**src/xcvr_pkg.sv**
```systemverilog
// Functional notes
// drive enable high drives all B outputs
// drive enable low floats the B outputs
// active-low enable low drives A outputs
// active-low enable high floats A outputs
// each port follows only its own enable
// A capture clock rise stores A bus
// B select high offers stored A data
// B select low offers live A data
// B-to-A direction mirrors A-to-B direction
// inverting variant complements both paths
// non-inverting variant keeps polarity on both paths
// stored value holds until own capture edge
// outside logic avoids live loops driving both buses
package xcvr_pkg;
   localparam int DATA_W     = 8;
   localparam int FIFO_DEPTH = 32;
   localparam int LOG_W      = DATA_W + 1;
   localparam int ADDR_W     = 8;
   localparam int SYNC_W     = 2 * DATA_W + 6;

   typedef logic [DATA_W-1:0] bus_t;
   typedef logic [ADDR_W-1:0] addr_t;
   typedef logic [31:0]       word_t;
   typedef logic [1:0]        resp_t;

   // register byte addresses
   localparam addr_t CTRL_OFS   = 8'h00;
   localparam addr_t STATUS_OFS = 8'h04;
   localparam addr_t LOG_OFS    = 8'h08;

   // control fields and reset value
   localparam int         CTRL_INV_BIT = 0;
   localparam int         CTRL_LOG_BIT = 1;
   localparam logic [1:0] CTRL_RST     = 2'h2;

   // status fields
   localparam int ST_AB_LSB    = 0;
   localparam int ST_BA_LSB    = 8;
   localparam int ST_AVAIL_BIT = 16;
   localparam int ST_OVF_BIT   = 17;
   localparam int ST_FULL_BIT  = 18;

   // log word fields
   localparam int LOG_DIR_BIT   = 8;
   localparam int LOG_VALID_BIT = 9;

   localparam resp_t RESP_OKAY   = 2'h0;
   localparam resp_t RESP_SLVERR = 2'h2;
endpackage : xcvr_pkg
```
**src/log_fifo_if.sv**
```systemverilog
`timescale 1ns/10ps
// carries capture words from the transceiver into the log buffer
interface log_fifo_if #(parameter int W = 9);
   logic [W-1:0] inData;
   logic         inValid;
   logic         inReady;
   logic [W-1:0] outData;
   logic         outValid;
   logic         outReady;

   modport user  (output inData, inValid, outReady,
                  input  inReady, outData, outValid);
   modport store (input  inData, inValid, outReady,
                  output inReady, outData, outValid);
endinterface : log_fifo_if

```
**src/bit_sync.sv**
```systemverilog
`timescale 1ns/10ps
// two-stage synchroniser for asynchronous pin levels
module bit_sync #(
   parameter int W = 1
) (
   input  wire logic         clk_sys,
   input  wire logic         rst_b,
   input  wire logic [W-1:0] pinIn,
   output logic      [W-1:0] syncOut
);
   logic [W-1:0] stage1;
   logic [W-1:0] next_stage1;
   logic [W-1:0] next_syncOut;

   // first stage feeds only the second
   always_comb begin
      next_stage1  = pinIn;
      next_syncOut = stage1;
   end

   always_ff @(posedge clk_sys or negedge rst_b) begin
      if (!rst_b) begin
         stage1  <= '0;
         syncOut <= '0;
      end else begin
         stage1  <= next_stage1;
         syncOut <= next_syncOut;
      end
   end
endmodule : bit_sync

```
**src/log_fifo.sv**
```systemverilog
`timescale 1ns/10ps
// flip-flop fifo with valid/ready on both sides
module log_fifo #(
   parameter int W     = 9,
   parameter int DEPTH = 32
) (
   input  wire logic clk_sys,
   input  wire logic rst_b,
   log_fifo_if.store port
);
   localparam int PW = $clog2(DEPTH);

   logic [W-1:0] mem [DEPTH];
   logic [PW-1:0] wrPtr, rdPtr, next_wrPtr, next_rdPtr;
   logic [PW:0]   count, next_count;
   logic          doPush, doPop;

   // honest full and empty from the fill count
   always_comb begin
      port.inReady  = (count != (PW+1)'(DEPTH));
      port.outValid = (count != '0);
      port.outData  = mem[rdPtr];
      doPush        = port.inValid && port.inReady;
      doPop         = port.outValid && port.outReady;
      next_wrPtr    = doPush ? wrPtr + 1'b1 : wrPtr;
      next_rdPtr    = doPop ? rdPtr + 1'b1 : rdPtr;
      next_count    = count + (PW+1)'(doPush) - (PW+1)'(doPop);
   end

   always_ff @(posedge clk_sys or negedge rst_b) begin
      if (!rst_b) begin
         wrPtr <= '0;
         rdPtr <= '0;
         count <= '0;
      end else begin
         wrPtr <= next_wrPtr;
         rdPtr <= next_rdPtr;
         count <= next_count;
      end
   end

   // storage carries no reset
   always_ff @(posedge clk_sys) begin
      if (doPush) begin
         mem[wrPtr] <= port.inData;
      end
   end
endmodule : log_fifo

```
**src/octal_xcvr.sv**
```systemverilog
// The AXI4-Lite register port and the register offsets were left to the implementer.
`timescale 1ns/10ps
// registered octal bus transceiver with axi4-lite status and capture log
module octal_xcvr #(
   parameter bit INVERT_VARIANT = 1'b0
) (
   input  wire logic           clk_sys,
   input  wire logic           rst_b,
   input  wire xcvr_pkg::bus_t aIn,
   output xcvr_pkg::bus_t      aOut,
   output logic                aOutEn_b,
   input  wire xcvr_pkg::bus_t bIn,
   output xcvr_pkg::bus_t      bOut,
   output logic                bOutEn_b,
   input  wire logic           aToBDriveEnable,
   input  wire logic           bToADriveEnable_b,
   input  wire logic           aCaptureClock,
   input  wire logic           bCaptureClock,
   input  wire logic           bSideSourceSelect,
   input  wire logic           aSideSourceSelect,
   input  wire xcvr_pkg::addr_t awaddr,
   input  wire logic           awvalid,
   output logic                awready,
   input  wire xcvr_pkg::word_t wdata,
   input  wire logic [3:0]     wstrb,
   input  wire logic           wvalid,
   output logic                wready,
   output xcvr_pkg::resp_t     bresp,
   output logic                bvalid,
   input  wire logic           bready,
   input  wire xcvr_pkg::addr_t araddr,
   input  wire logic           arvalid,
   output logic                arready,
   output xcvr_pkg::word_t     rdata,
   output xcvr_pkg::resp_t     rresp,
   output logic                rvalid,
   input  wire logic           rready
);
   import xcvr_pkg::*;

   logic [SYNC_W-1:0] syncBus;
   bus_t syncA, syncB;
   logic syncGab, syncGbaN, syncCab, syncCba, syncSab, syncSba;
   logic syncGbaOn;
   logic cabPrev, cbaPrev, next_cabPrev, next_cbaPrev;
   logic aEdge, bEdge;
   bus_t storeAB, storeBA, next_storeAB, next_storeBA;
   bus_t invMask, next_aOut, next_bOut;
   logic next_aOutEn_b, next_bOutEn_b;
   logic [1:0] ctrl, next_ctrl;
   logic logPend, next_logPend, overflow, next_overflow;
   logic [LOG_W-1:0] logWord, next_logWord;
   logic awHeld, wHeld, next_awHeld, next_wHeld;
   addr_t awAddrQ, next_awAddrQ;
   word_t wDataQ, next_wDataQ;
   logic [3:0] wStrbQ, next_wStrbQ;
   logic next_awready, next_wready, next_bvalid, next_arready;
   logic next_rvalid;
   resp_t next_bresp, next_rresp;
   word_t next_rdata, statusWord;
   logic doWrite, arTake, popLog;

   log_fifo_if #(.W(LOG_W)) logIf ();

   // all bus and control pins cross into clk_sys through two flops; the active-low
   // enable is flipped first so a reset synchroniser reads as float
   bit_sync #(.W(SYNC_W)) pinSync (
      .clk_sys (clk_sys),
      .rst_b   (rst_b),
      .pinIn   ({aIn, bIn, aToBDriveEnable, ~bToADriveEnable_b,
                 aCaptureClock, bCaptureClock, bSideSourceSelect,
                 aSideSourceSelect}),
      .syncOut (syncBus)
   );

   assign {syncA, syncB, syncGab, syncGbaOn, syncCab, syncCba, syncSab,
           syncSba} = syncBus;
   assign syncGbaN = ~syncGbaOn;

   log_fifo #(.W(LOG_W), .DEPTH(FIFO_DEPTH)) logBuf (
      .clk_sys (clk_sys),
      .rst_b   (rst_b),
      .port    (logIf.store)
   );

   // capture edges and data paths
   always_comb begin
      next_cabPrev  = syncCab;
      next_cbaPrev  = syncCba;
      aEdge         = syncCab && !cabPrev;
      bEdge         = syncCba && !cbaPrev;
      next_storeAB  = aEdge ? syncA : storeAB;
      next_storeBA  = bEdge ? syncB : storeBA;
      invMask       = {DATA_W{ctrl[CTRL_INV_BIT]}};
      next_bOut     = (syncSab ? storeAB : syncA) ^ invMask;
      next_aOut     = (syncSba ? storeBA : syncB) ^ invMask;
      next_bOutEn_b = !syncGab;
      next_aOutEn_b = syncGbaN;
   end

   always_ff @(posedge clk_sys or negedge rst_b) begin
      if (!rst_b) begin
         cabPrev  <= 1'b0;
         cbaPrev  <= 1'b0;
         aOut     <= '0;
         bOut     <= '0;
         aOutEn_b <= 1'b1;
         bOutEn_b <= 1'b1;
      end else begin
         cabPrev  <= next_cabPrev;
         cbaPrev  <= next_cbaPrev;
         aOut     <= next_aOut;
         bOut     <= next_bOut;
         aOutEn_b <= next_aOutEn_b;
         bOutEn_b <= next_bOutEn_b;
      end
   end

   // storage registers have no reset
   always_ff @(posedge clk_sys) begin
      storeAB <= next_storeAB;
      storeBA <= next_storeBA;
   end

   // capture log: one pending word waits for fifo space
   always_comb begin
      next_logPend  = logPend;
      next_logWord  = logWord;
      next_overflow = overflow;
      if (logPend && logIf.inReady) begin
         next_logPend = 1'b0;
      end
      if (doWrite && awAddrQ == STATUS_OFS && wStrbQ[2]
          && wDataQ[ST_OVF_BIT]) begin
         next_overflow = 1'b0;
      end
      if (ctrl[CTRL_LOG_BIT] && (aEdge || bEdge)) begin
         if (next_logPend || (aEdge && bEdge)) begin
            next_overflow = 1'b1; // set wins over clear
         end
         if (!next_logPend) begin
            next_logPend = 1'b1;
            next_logWord = aEdge ? {1'b0, syncA} : {1'b1, syncB};
         end
      end
      logIf.inValid  = logPend;
      logIf.inData   = logWord;
      logIf.outReady = popLog;
   end

   always_ff @(posedge clk_sys or negedge rst_b) begin
      if (!rst_b) begin
         logPend  <= 1'b0;
         logWord  <= '0;
         overflow <= 1'b0;
      end else begin
         logPend  <= next_logPend;
         logWord  <= next_logWord;
         overflow <= next_overflow;
      end
   end

   // axi4-lite slave: address and data taken in either order
   always_comb begin
      next_awHeld  = awHeld || (awvalid && awready);
      next_wHeld   = wHeld || (wvalid && wready);
      next_awAddrQ = (awvalid && awready) ? awaddr : awAddrQ;
      next_wDataQ  = (wvalid && wready) ? wdata : wDataQ;
      next_wStrbQ  = (wvalid && wready) ? wstrb : wStrbQ;
      doWrite      = awHeld && wHeld && !bvalid;
      next_ctrl    = ctrl;
      next_bvalid  = bvalid && !bready;
      next_bresp   = bresp;
      if (doWrite) begin
         next_awHeld = 1'b0;
         next_wHeld  = 1'b0;
         next_bvalid = 1'b1;
         next_bresp  = RESP_OKAY;
         if (awAddrQ == CTRL_OFS) begin
            if (wStrbQ[0]) begin
               next_ctrl = wDataQ[1:0];
            end
         end else if (awAddrQ != STATUS_OFS) begin
            next_bresp = RESP_SLVERR;
         end
      end
      next_awready = !next_awHeld && !next_bvalid;
      next_wready  = !next_wHeld && !next_bvalid;
   end

   // read side: one cycle from address to data
   always_comb begin
      statusWord = '0;
      statusWord[ST_AB_LSB +: DATA_W] = storeAB;
      statusWord[ST_BA_LSB +: DATA_W] = storeBA;
      statusWord[ST_AVAIL_BIT]        = logIf.outValid;
      statusWord[ST_OVF_BIT]          = overflow;
      statusWord[ST_FULL_BIT]         = !logIf.inReady;
      arTake       = arvalid && arready;
      popLog       = arTake && araddr == LOG_OFS && logIf.outValid;
      next_rvalid  = rvalid && !rready;
      next_rdata   = rdata;
      next_rresp   = rresp;
      if (arTake) begin
         next_rvalid = 1'b1;
         next_rresp  = RESP_OKAY;
         case (araddr)
            CTRL_OFS:   next_rdata = {30'h0, ctrl};
            STATUS_OFS: next_rdata = statusWord;
            LOG_OFS:    next_rdata = {22'h0, logIf.outValid,
                                      logIf.outData};
            default: begin
               next_rdata = '0;
               next_rresp = RESP_SLVERR;
            end
         endcase
      end
      next_arready = !next_rvalid;
   end

   always_ff @(posedge clk_sys or negedge rst_b) begin
      if (!rst_b) begin
         ctrl    <= CTRL_RST | {1'b0, INVERT_VARIANT};
         awHeld  <= 1'b0;
         wHeld   <= 1'b0;
         awAddrQ <= '0;
         wDataQ  <= '0;
         wStrbQ  <= '0;
         awready <= 1'b0;
         wready  <= 1'b0;
         bvalid  <= 1'b0;
         bresp   <= RESP_OKAY;
         arready <= 1'b0;
         rvalid  <= 1'b0;
         rdata   <= '0;
         rresp   <= RESP_OKAY;
      end else begin
         ctrl    <= next_ctrl;
         awHeld  <= next_awHeld;
         wHeld   <= next_wHeld;
         awAddrQ <= next_awAddrQ;
         wDataQ  <= next_wDataQ;
         wStrbQ  <= next_wStrbQ;
         awready <= next_awready;
         wready  <= next_wready;
         bvalid  <= next_bvalid;
         bresp   <= next_bresp;
         arready <= next_arready;
         rvalid  <= next_rvalid;
         rdata   <= next_rdata;
         rresp   <= next_rresp;
      end
   end
endmodule : octal_xcvr

```
**config.mk**
```make
export PLATFORM = sky130hd
export DESIGN_NAME = octal_xcvr
export DESIGN_NICKNAME = d
export VERILOG_FILES = /design/src/xcvr_pkg.sv /design/src/log_fifo_if.sv /design/src/bit_sync.sv /design/src/log_fifo.sv /design/src/octal_xcvr.sv
export SDC_FILE = /design/constraint.sdc
export NUM_CORES = 1
export LEC_CHECK = 0
export ABC_AREA = 0
export BUFFER_PORTS_ARGS = -buffer_cell sky130_fd_sc_hd__buf_4
export CORE_ASPECT_RATIO = 1.2
export CORE_MARGIN = 2
export CORE_UTILIZATION = 59
export DETAILED_ROUTE_END_ITERATION = 10
export MAX_ROUTING_LAYER = met4
export PLACE_DENSITY = 0.81
export SYNTH_ARGS = -nofsm -noshare
export SYNTH_HDL_FRONTEND = slang
export SYNTH_SLANG_ARGS = --single-unit
```
**constraint.sdc**
```tcl
create_clock -name clk_sys -period 2.7 [get_ports clk_sys]
set_clock_uncertainty 0.1 [all_clocks]
set_input_delay 0.405 -clock clk_sys [delete_from_list [all_inputs] [get_ports clk_sys]]
set_output_delay 0.405 -clock clk_sys [all_outputs]
set_load 0.01 [all_outputs]
```
# == Word-level counts from Yosys, hierarchy flattened ==
# Memories as Yosys holds them, arrays and structs flattened.
# Cells that the tools add are included.
# totals
register_bits,181
ram_bits,288
in_bits,81
out_inout_bits,59
wordCells,104
mem_count,1
# mem_list
name,depth,word_bits,rd,rd_clocked_by_memory_dff,write_ports,line_no,rtl
logBuf.mem,32,9,1,0,1,log_fifo.sv:13,logic [W-1:0] mem [DEPTH];
# op_classes
addsub,4
eq_ne,5
n_mux,18
bitwise,5
reduce_logical,41
# ops
op,count
one-hot mux 19 bit (3 select lines),1
logical AND 1 bit,20
"equality test 8 x 3 -> 1 bit, second input constant",2
zero test 8 bit,2
two-way mux 8 bit,2
bitwise XOR 8 bit,2
zero test 1 bit,11
two-way mux 1 bit,11
"adder 5 x 1 -> 5 bit, second input constant",2
two-way mux 9 bit,1
"equality test 8 x 4 -> 1 bit, second input constant",1
"!= test 8 x 3 -> 1 bit, second input constant",1
adder 6 x 1 -> 6 bit,1
two-way mux 2 bit,3
"!= test 6 bit, second input constant",1
nonzero test 6 bit,1
subtractor 6 x 1 -> 6 bit,1
logical OR 1 bit,4
NOT 1 bit,3
AND reduction 3 bit,1
OR reduction 3 bit,1
AND reduction 2 bit,1

# == Logic depth before layout (Yosys ltp) ==
# depth
depth_word,8
depth_mapped,15
depth_no_buf,15

# == Modules after synthesis ==
# From an unflattened synthesis, not the netlist that was laid out.
# hier_totals
hier_cells,918
hier_area_um2,17043.8
# by_module_without_submodules
mod,n_inst,cells_each,area_per_inst_um2,seq_area_each_um2
log_fifo,1,604,12152.9,9048.7
octal_xcvr,1,270,3789.9,2336.0
bit_sync,1,44,1101.1,1101.1

# == Worst setup path after synthesis ==
# OpenSTA, ideal clock, no wires.
# synth_timing
kind,input-to-reg
from,in araddr[5]
to,reg logBuf.count[4]
setup_ns,0.122
t_arrival_ns,2.691
path_slack_ns,-0.213
path_stages,14
path_buffers,0
path_cell_list,or4_1 -> nor4_2 -> nand2_1 -> inv_1 -> ha_1 -> inv_1 -> ha_1 -> inv_1 -> fa_1 -> inv_1 -> a21oi_1 -> nor2_1 -> nor2_1 -> xnor2_1
# synth_between
elab_chain_len,5
# synth_lines
item,line_no,rtl
start: declaration,octal_xcvr.sv:31,"input wire xcvr_pkg::addr_t araddr,"
equality test 8 x 4 -> 1 bit,octal_xcvr.sv:200,popLog = arTake && araddr == LOG_OFS && logIf.outValid;
logical AND 1 bit (2 in a row),octal_xcvr.sv:200,
logical AND 1 bit,log_fifo.sv:24,doPop = port.outValid && port.outReady;
named net logBuf.doPop,log_fifo.sv:16,"logic doPush, doPop;"
subtractor 6 x 1 -> 6 bit,log_fifo.sv:27,next_count = count + (PW+1)'(doPush) - (PW+1)'(doPop);
named net logBuf.next_count[4],log_fifo.sv:15,"logic [PW:0] count, next_count;"
end signal: assignment,log_fifo.sv:38,count <= next_count;
end: declaration,log_fifo.sv:15,
# The timed path passes the listed nets, and every way through them passes these cells.
# A chain may end at the register's enable or synchronous reset.

# == Worst setup path after layout ==
# layout_timing
from,reg logBuf.rdPtr[0]
to,reg rdata[7]
# layout_between
elab_chain_len,2
# layout_lines
item,line_no,rtl
start: declaration,log_fifo.sv:14,"logic [PW-1:0] wrPtr, rdPtr, next_wrPtr, next_rdPtr;"
start signal: assignment,log_fifo.sv:37,rdPtr <= next_rdPtr;
memory read (32 x 9 bit),n/a,
one-hot mux 19 bit (3 select lines),octal_xcvr.sv:207,case (araddr)
end signal: assignment,octal_xcvr.sv:250,rdata <= next_rdata;
end: declaration,octal_xcvr.sv:34,"output xcvr_pkg::word_t rdata,"
# No other way between the ends.

==> impl_metrics.env <==
export IMPL_ctsLongestPathBuffers=3
export IMPL_crit_slowest_cell="dfrtp_4"
export IMPL_first_global_vias=9724
export IMPL_viasPerCell=6.00
export IMPL_pwr_share_seq_pct=51.7
export IMPL_io_pins=140
export IMPL_cts_sinks=438
export IMPL_postPlaceCellArea_mm2=0.0185
export IMPL_final_hold_viol_count=0
export IMPL_cts_root_buf="clkbuf_16"
export IMPL_coreArea_mm2=0.0280
export IMPL_critPathKind="reg -> reg"
export IMPL_synth_commonest_cells="edfxtp_1, dfrtp_1, mux2i_1, nor2_1, mux4_2"
export IMPL_first_iter_violations=1088
export IMPL_cp_cell_sequence="buf_12, buf_4, mux2i_1, o22ai_1, a211oi_1, a21oi_1, a221o_1"
export IMPL_antenna_found_initial=0
export IMPL_worst_endpoint_arrival_ns=2.94
export IMPL_tightestPinTransition_ns=1.16
export IMPL_grt_usage_pct=27.2
export IMPL_dieArea_mm2=0.0299
export IMPL_min_period_over_period_pct=97.1
export IMPL_synth_top_cells_by_area="edfxtp_1, dfrtp_1, mux4_2"
export IMPL_netlist_top_cell_by_area="edfxtp_1"
export IMPL_slew_headroom_pct=22.4
export IMPL_synth_top_area_share_pct=54.3
export IMPL_portBuffers=93
export IMPL_power_density_mw_per_mm2=814
export IMPL_ys_seq_elements=438
export IMPL_p_int_mw=12.5
export IMPL_die_height_um=189
export IMPL_setup_viol=0
export IMPL_drive_gt1_share_pct=28.4
export IMPL_switching_power_mw=3.95
export IMPL_cp_start_kind="flop"
export IMPL_synth_flop_cell="edfxtp_1"
export IMPL_numCtsBuffers=40
export IMPL_max_stage_delay_ns=0.51
export IMPL_via_count=9324
export IMPL_p_clk_share_pct=36.0
export IMPL_max_clock_freq_mhz=381
export IMPL_holdCritPathClass="in -> reg"
export IMPL_grt_max_degree=77
export IMPL_fin_cells=1555
export IMPL_drc=0
export IMPL_die_w_um=158
export IMPL_fin_util_pct=72.1
export IMPL_area_growth_pct=20.0
export IMPL_dp_cells=1453
export IMPL_swShare_pct=24.0
export IMPL_syn_area_per_cell_um2=18.0
export IMPL_layout_min_cycle_time_ns=2.62
export IMPL_max_cap_viol_count=0
export IMPL_required_ns=3.02
export IMPL_cts_tree="done"
export IMPL_start_util_pct=60.1
export IMPL_place_gp_congestion=0.821
export IMPL_cts_setup_buffers=0
export IMPL_critPathMaxFanout=18
export IMPL_nFillCells=1567
export IMPL_rows=67
export IMPL_p_leak_nw=7.54
export IMPL_syn_area_mm2=0.0168
export IMPL_rrSetupSlack_ns=0.08
export IMPL_cp_end_kind="flop"
export IMPL_rsz0062_at_grt="no"
export IMPL_insertion_delay_ns=0.54
export IMPL_postRouteAntennaNets=0
export IMPL_dp_hpwl_mm=22.6
export IMPL_avgRoutedWirePerCell_um=24.5
export IMPL_synth_cell_type_count=56
export IMPL_synth_seq_area_share_pct=74.2
export IMPL_layout_nets=1240
export IMPL_syn_inst=934
export IMPL_n_antenna_cell=0
export IMPL_grt_pass1_wl_mm=58.0
export IMPL_grt_overflow=0
export IMPL_ys_warn_count=0
export IMPL_clkSlewWorstSetupHoldPaths_ns=0.07
export IMPL_first_pass_iters=5
export IMPL_combPwrFrac_pct=12.3
export IMPL_status="finished clean"
export IMPL_yosysMostFrequentCell="edfxtp_1"
export IMPL_synth_async_reset_ratio_pct=30.6
export IMPL_h_tree_depth=2
export IMPL_finalInstanceArea_mm2=0.0202
export IMPL_peakVddDrop_mv=1.01
export IMPL_synth_edf_count=304
export IMPL_wl_mm=38.2
export IMPL_hold_ws_ns=0.0177
export IMPL_report_final_slew_viol_count=0
## registers in the layout, indices dropped and copies added, names as in the netlist, 6 cells and up
register,flops
pinSync.syncOut,22
logIf.inData,9
storeBA,8
bOut,8
logBuf.count,6
logBuf.mem,288
awAddrQ,8
rdata,19
pinSync.next_syncOut,22
aOut,8
storeAB,8
## worst paths after layout
kind	startpoint	to	depth (start not counted)
hold reg to reg	pinSync.next_syncOut[0]$_DFF_PN0_	pinSync.syncOut[0]$_DFF_PN0_	0
setup / recovery	logBuf.rdPtr[0]$_DFFE_PN0P_	rdata[7]$_DFFE_PN0P_	7
hold / removal	awaddr[4]	awAddrQ[4]$_DFFE_PN0P_	2
min in group asynchronous	rst_b	rdata[12]$_DFFE_PN0P_	2
max in group asynchronous	rst_b	bOutEn_b$_DFF_PN1_	3
setup reg to reg	logBuf.rdPtr[0]$_DFFE_PN0P_	rdata[7]$_DFFE_PN0P_	7
## worst max-delay path: cells and delay by family (launching register included)
family / cells / cell delay, ns
DFF: 1 / 0.51
buffers and inverters: 2 / 0.46
AOI/OAI and AO/OA: 4 / 1.21
muxes: 1 / 0.23
## cell families (layout without fill, tap and decap cells)
kind of cell | count (synthesis) | after routing | synth area share [%]
compound gates | 100 | 100 | 4.21
other cells | 1 | 15 | 0.0223
xor+xnor | 27 | 27 | 1.41
fa+ha+maj | 16 | 16 | 1.22
simple gates | 135 | 135 | 3.85
buf+inv | 77 | 305 | 2.48
mux | 140 | 140 | 12.6
flops | 438 | 438 | 74.2
## placed cells by master (no fill, tap or decap), drive strengths merged, types with 4 or more instances in the layout
| cell type | count |
|---|---|
| nor2b | 8 |
| bufinv | 4 |
| nand3b | 5 |
| clkinv | 5 |
| a211oi | 11 |
| a22o | 13 |
| buf | 183 |
| o221ai | 10 |
| dlygate4sd3 | 28 |
| nor2 | 60 |
| ha | 14 |
| inv | 23 |
| dfrtp | 131 |
| mux2 | 17 |
| a22oi | 9 |
| edfxtp | 304 |
| a31o | 4 |
| and3 | 4 |
| nand2 | 29 |
| or2 | 4 |
| mux2i | 69 |
| a21oi | 22 |
| conb | 15 |
| o21ai | 12 |
| mux4 | 54 |
| nor4 | 4 |
| nand3 | 4 |
| xor2 | 4 |
| xnor2 | 23 |
| o22ai | 7 |
| clkbuf | 62 |
## timing repair
item                                    CTS  global route
endpoints found under the setup margin    2             2
endpoints found under the hold margin    98             0
pin swaps                                 0             0
hold buffers                             28             0
resized for setup                         1             2
## power by group through the flow
stage	Sequential, mW	Clock [mW]	Combinational, mW
3_5_place_dp	8.60	0	1.95
3_3_place_gp	8.58	0	1.86
2_1_floorplan	8.77	0	0.848
5_1_grt	8.53	6.22	2.18
4_1_cts	8.48	5.95	2.01
6_report	8.49	5.92	2.01
## cell type report
cell class / instances / area, µm² / area share, %
tap: 379 / 474 / 2.35
timing repair buffer: 211 / 1750 / 8.65
clock buffer: 62 / 1230 / 6.08
sequential: 438 / 12500 / 61.9
clock inverter: 12 / 171 / 0.849
inverter: 20 / 75.1 / 0.372
multi-input combinational: 433 / 4000 / 19.8
## metrics by stage
| step | TNS (ns) | setup slack [ns] | power (mW) |
|---|---|---|---|
| CTS | 0 | 0.0692 | 16.4 |
| global route | 0 | 0.0127 | 16.9 |
| detailed placement | -0.496 | -0.177 | 10.6 |
| finish | 0 | 0.0779 | 16.4 |
| global placement | -0.357 | -0.157 | 10.4 |
| floorplan | 0 | 0.0239 | 9.62 |
## per-layer routing
layer  global-route usage, %  wire (µm)  vias to the layer above  share of wire (%)
met2                    45.2      20100                      500                 53
met5                       -          0                        -                  0
met4                    9.04       1280                        0                3.3
met3                    4.35       3090                       92                8.1
li1                        -          -                     3978                  -
met1                    34.7      13700                     4754                 36
Power figures use the tool's default switching activity.
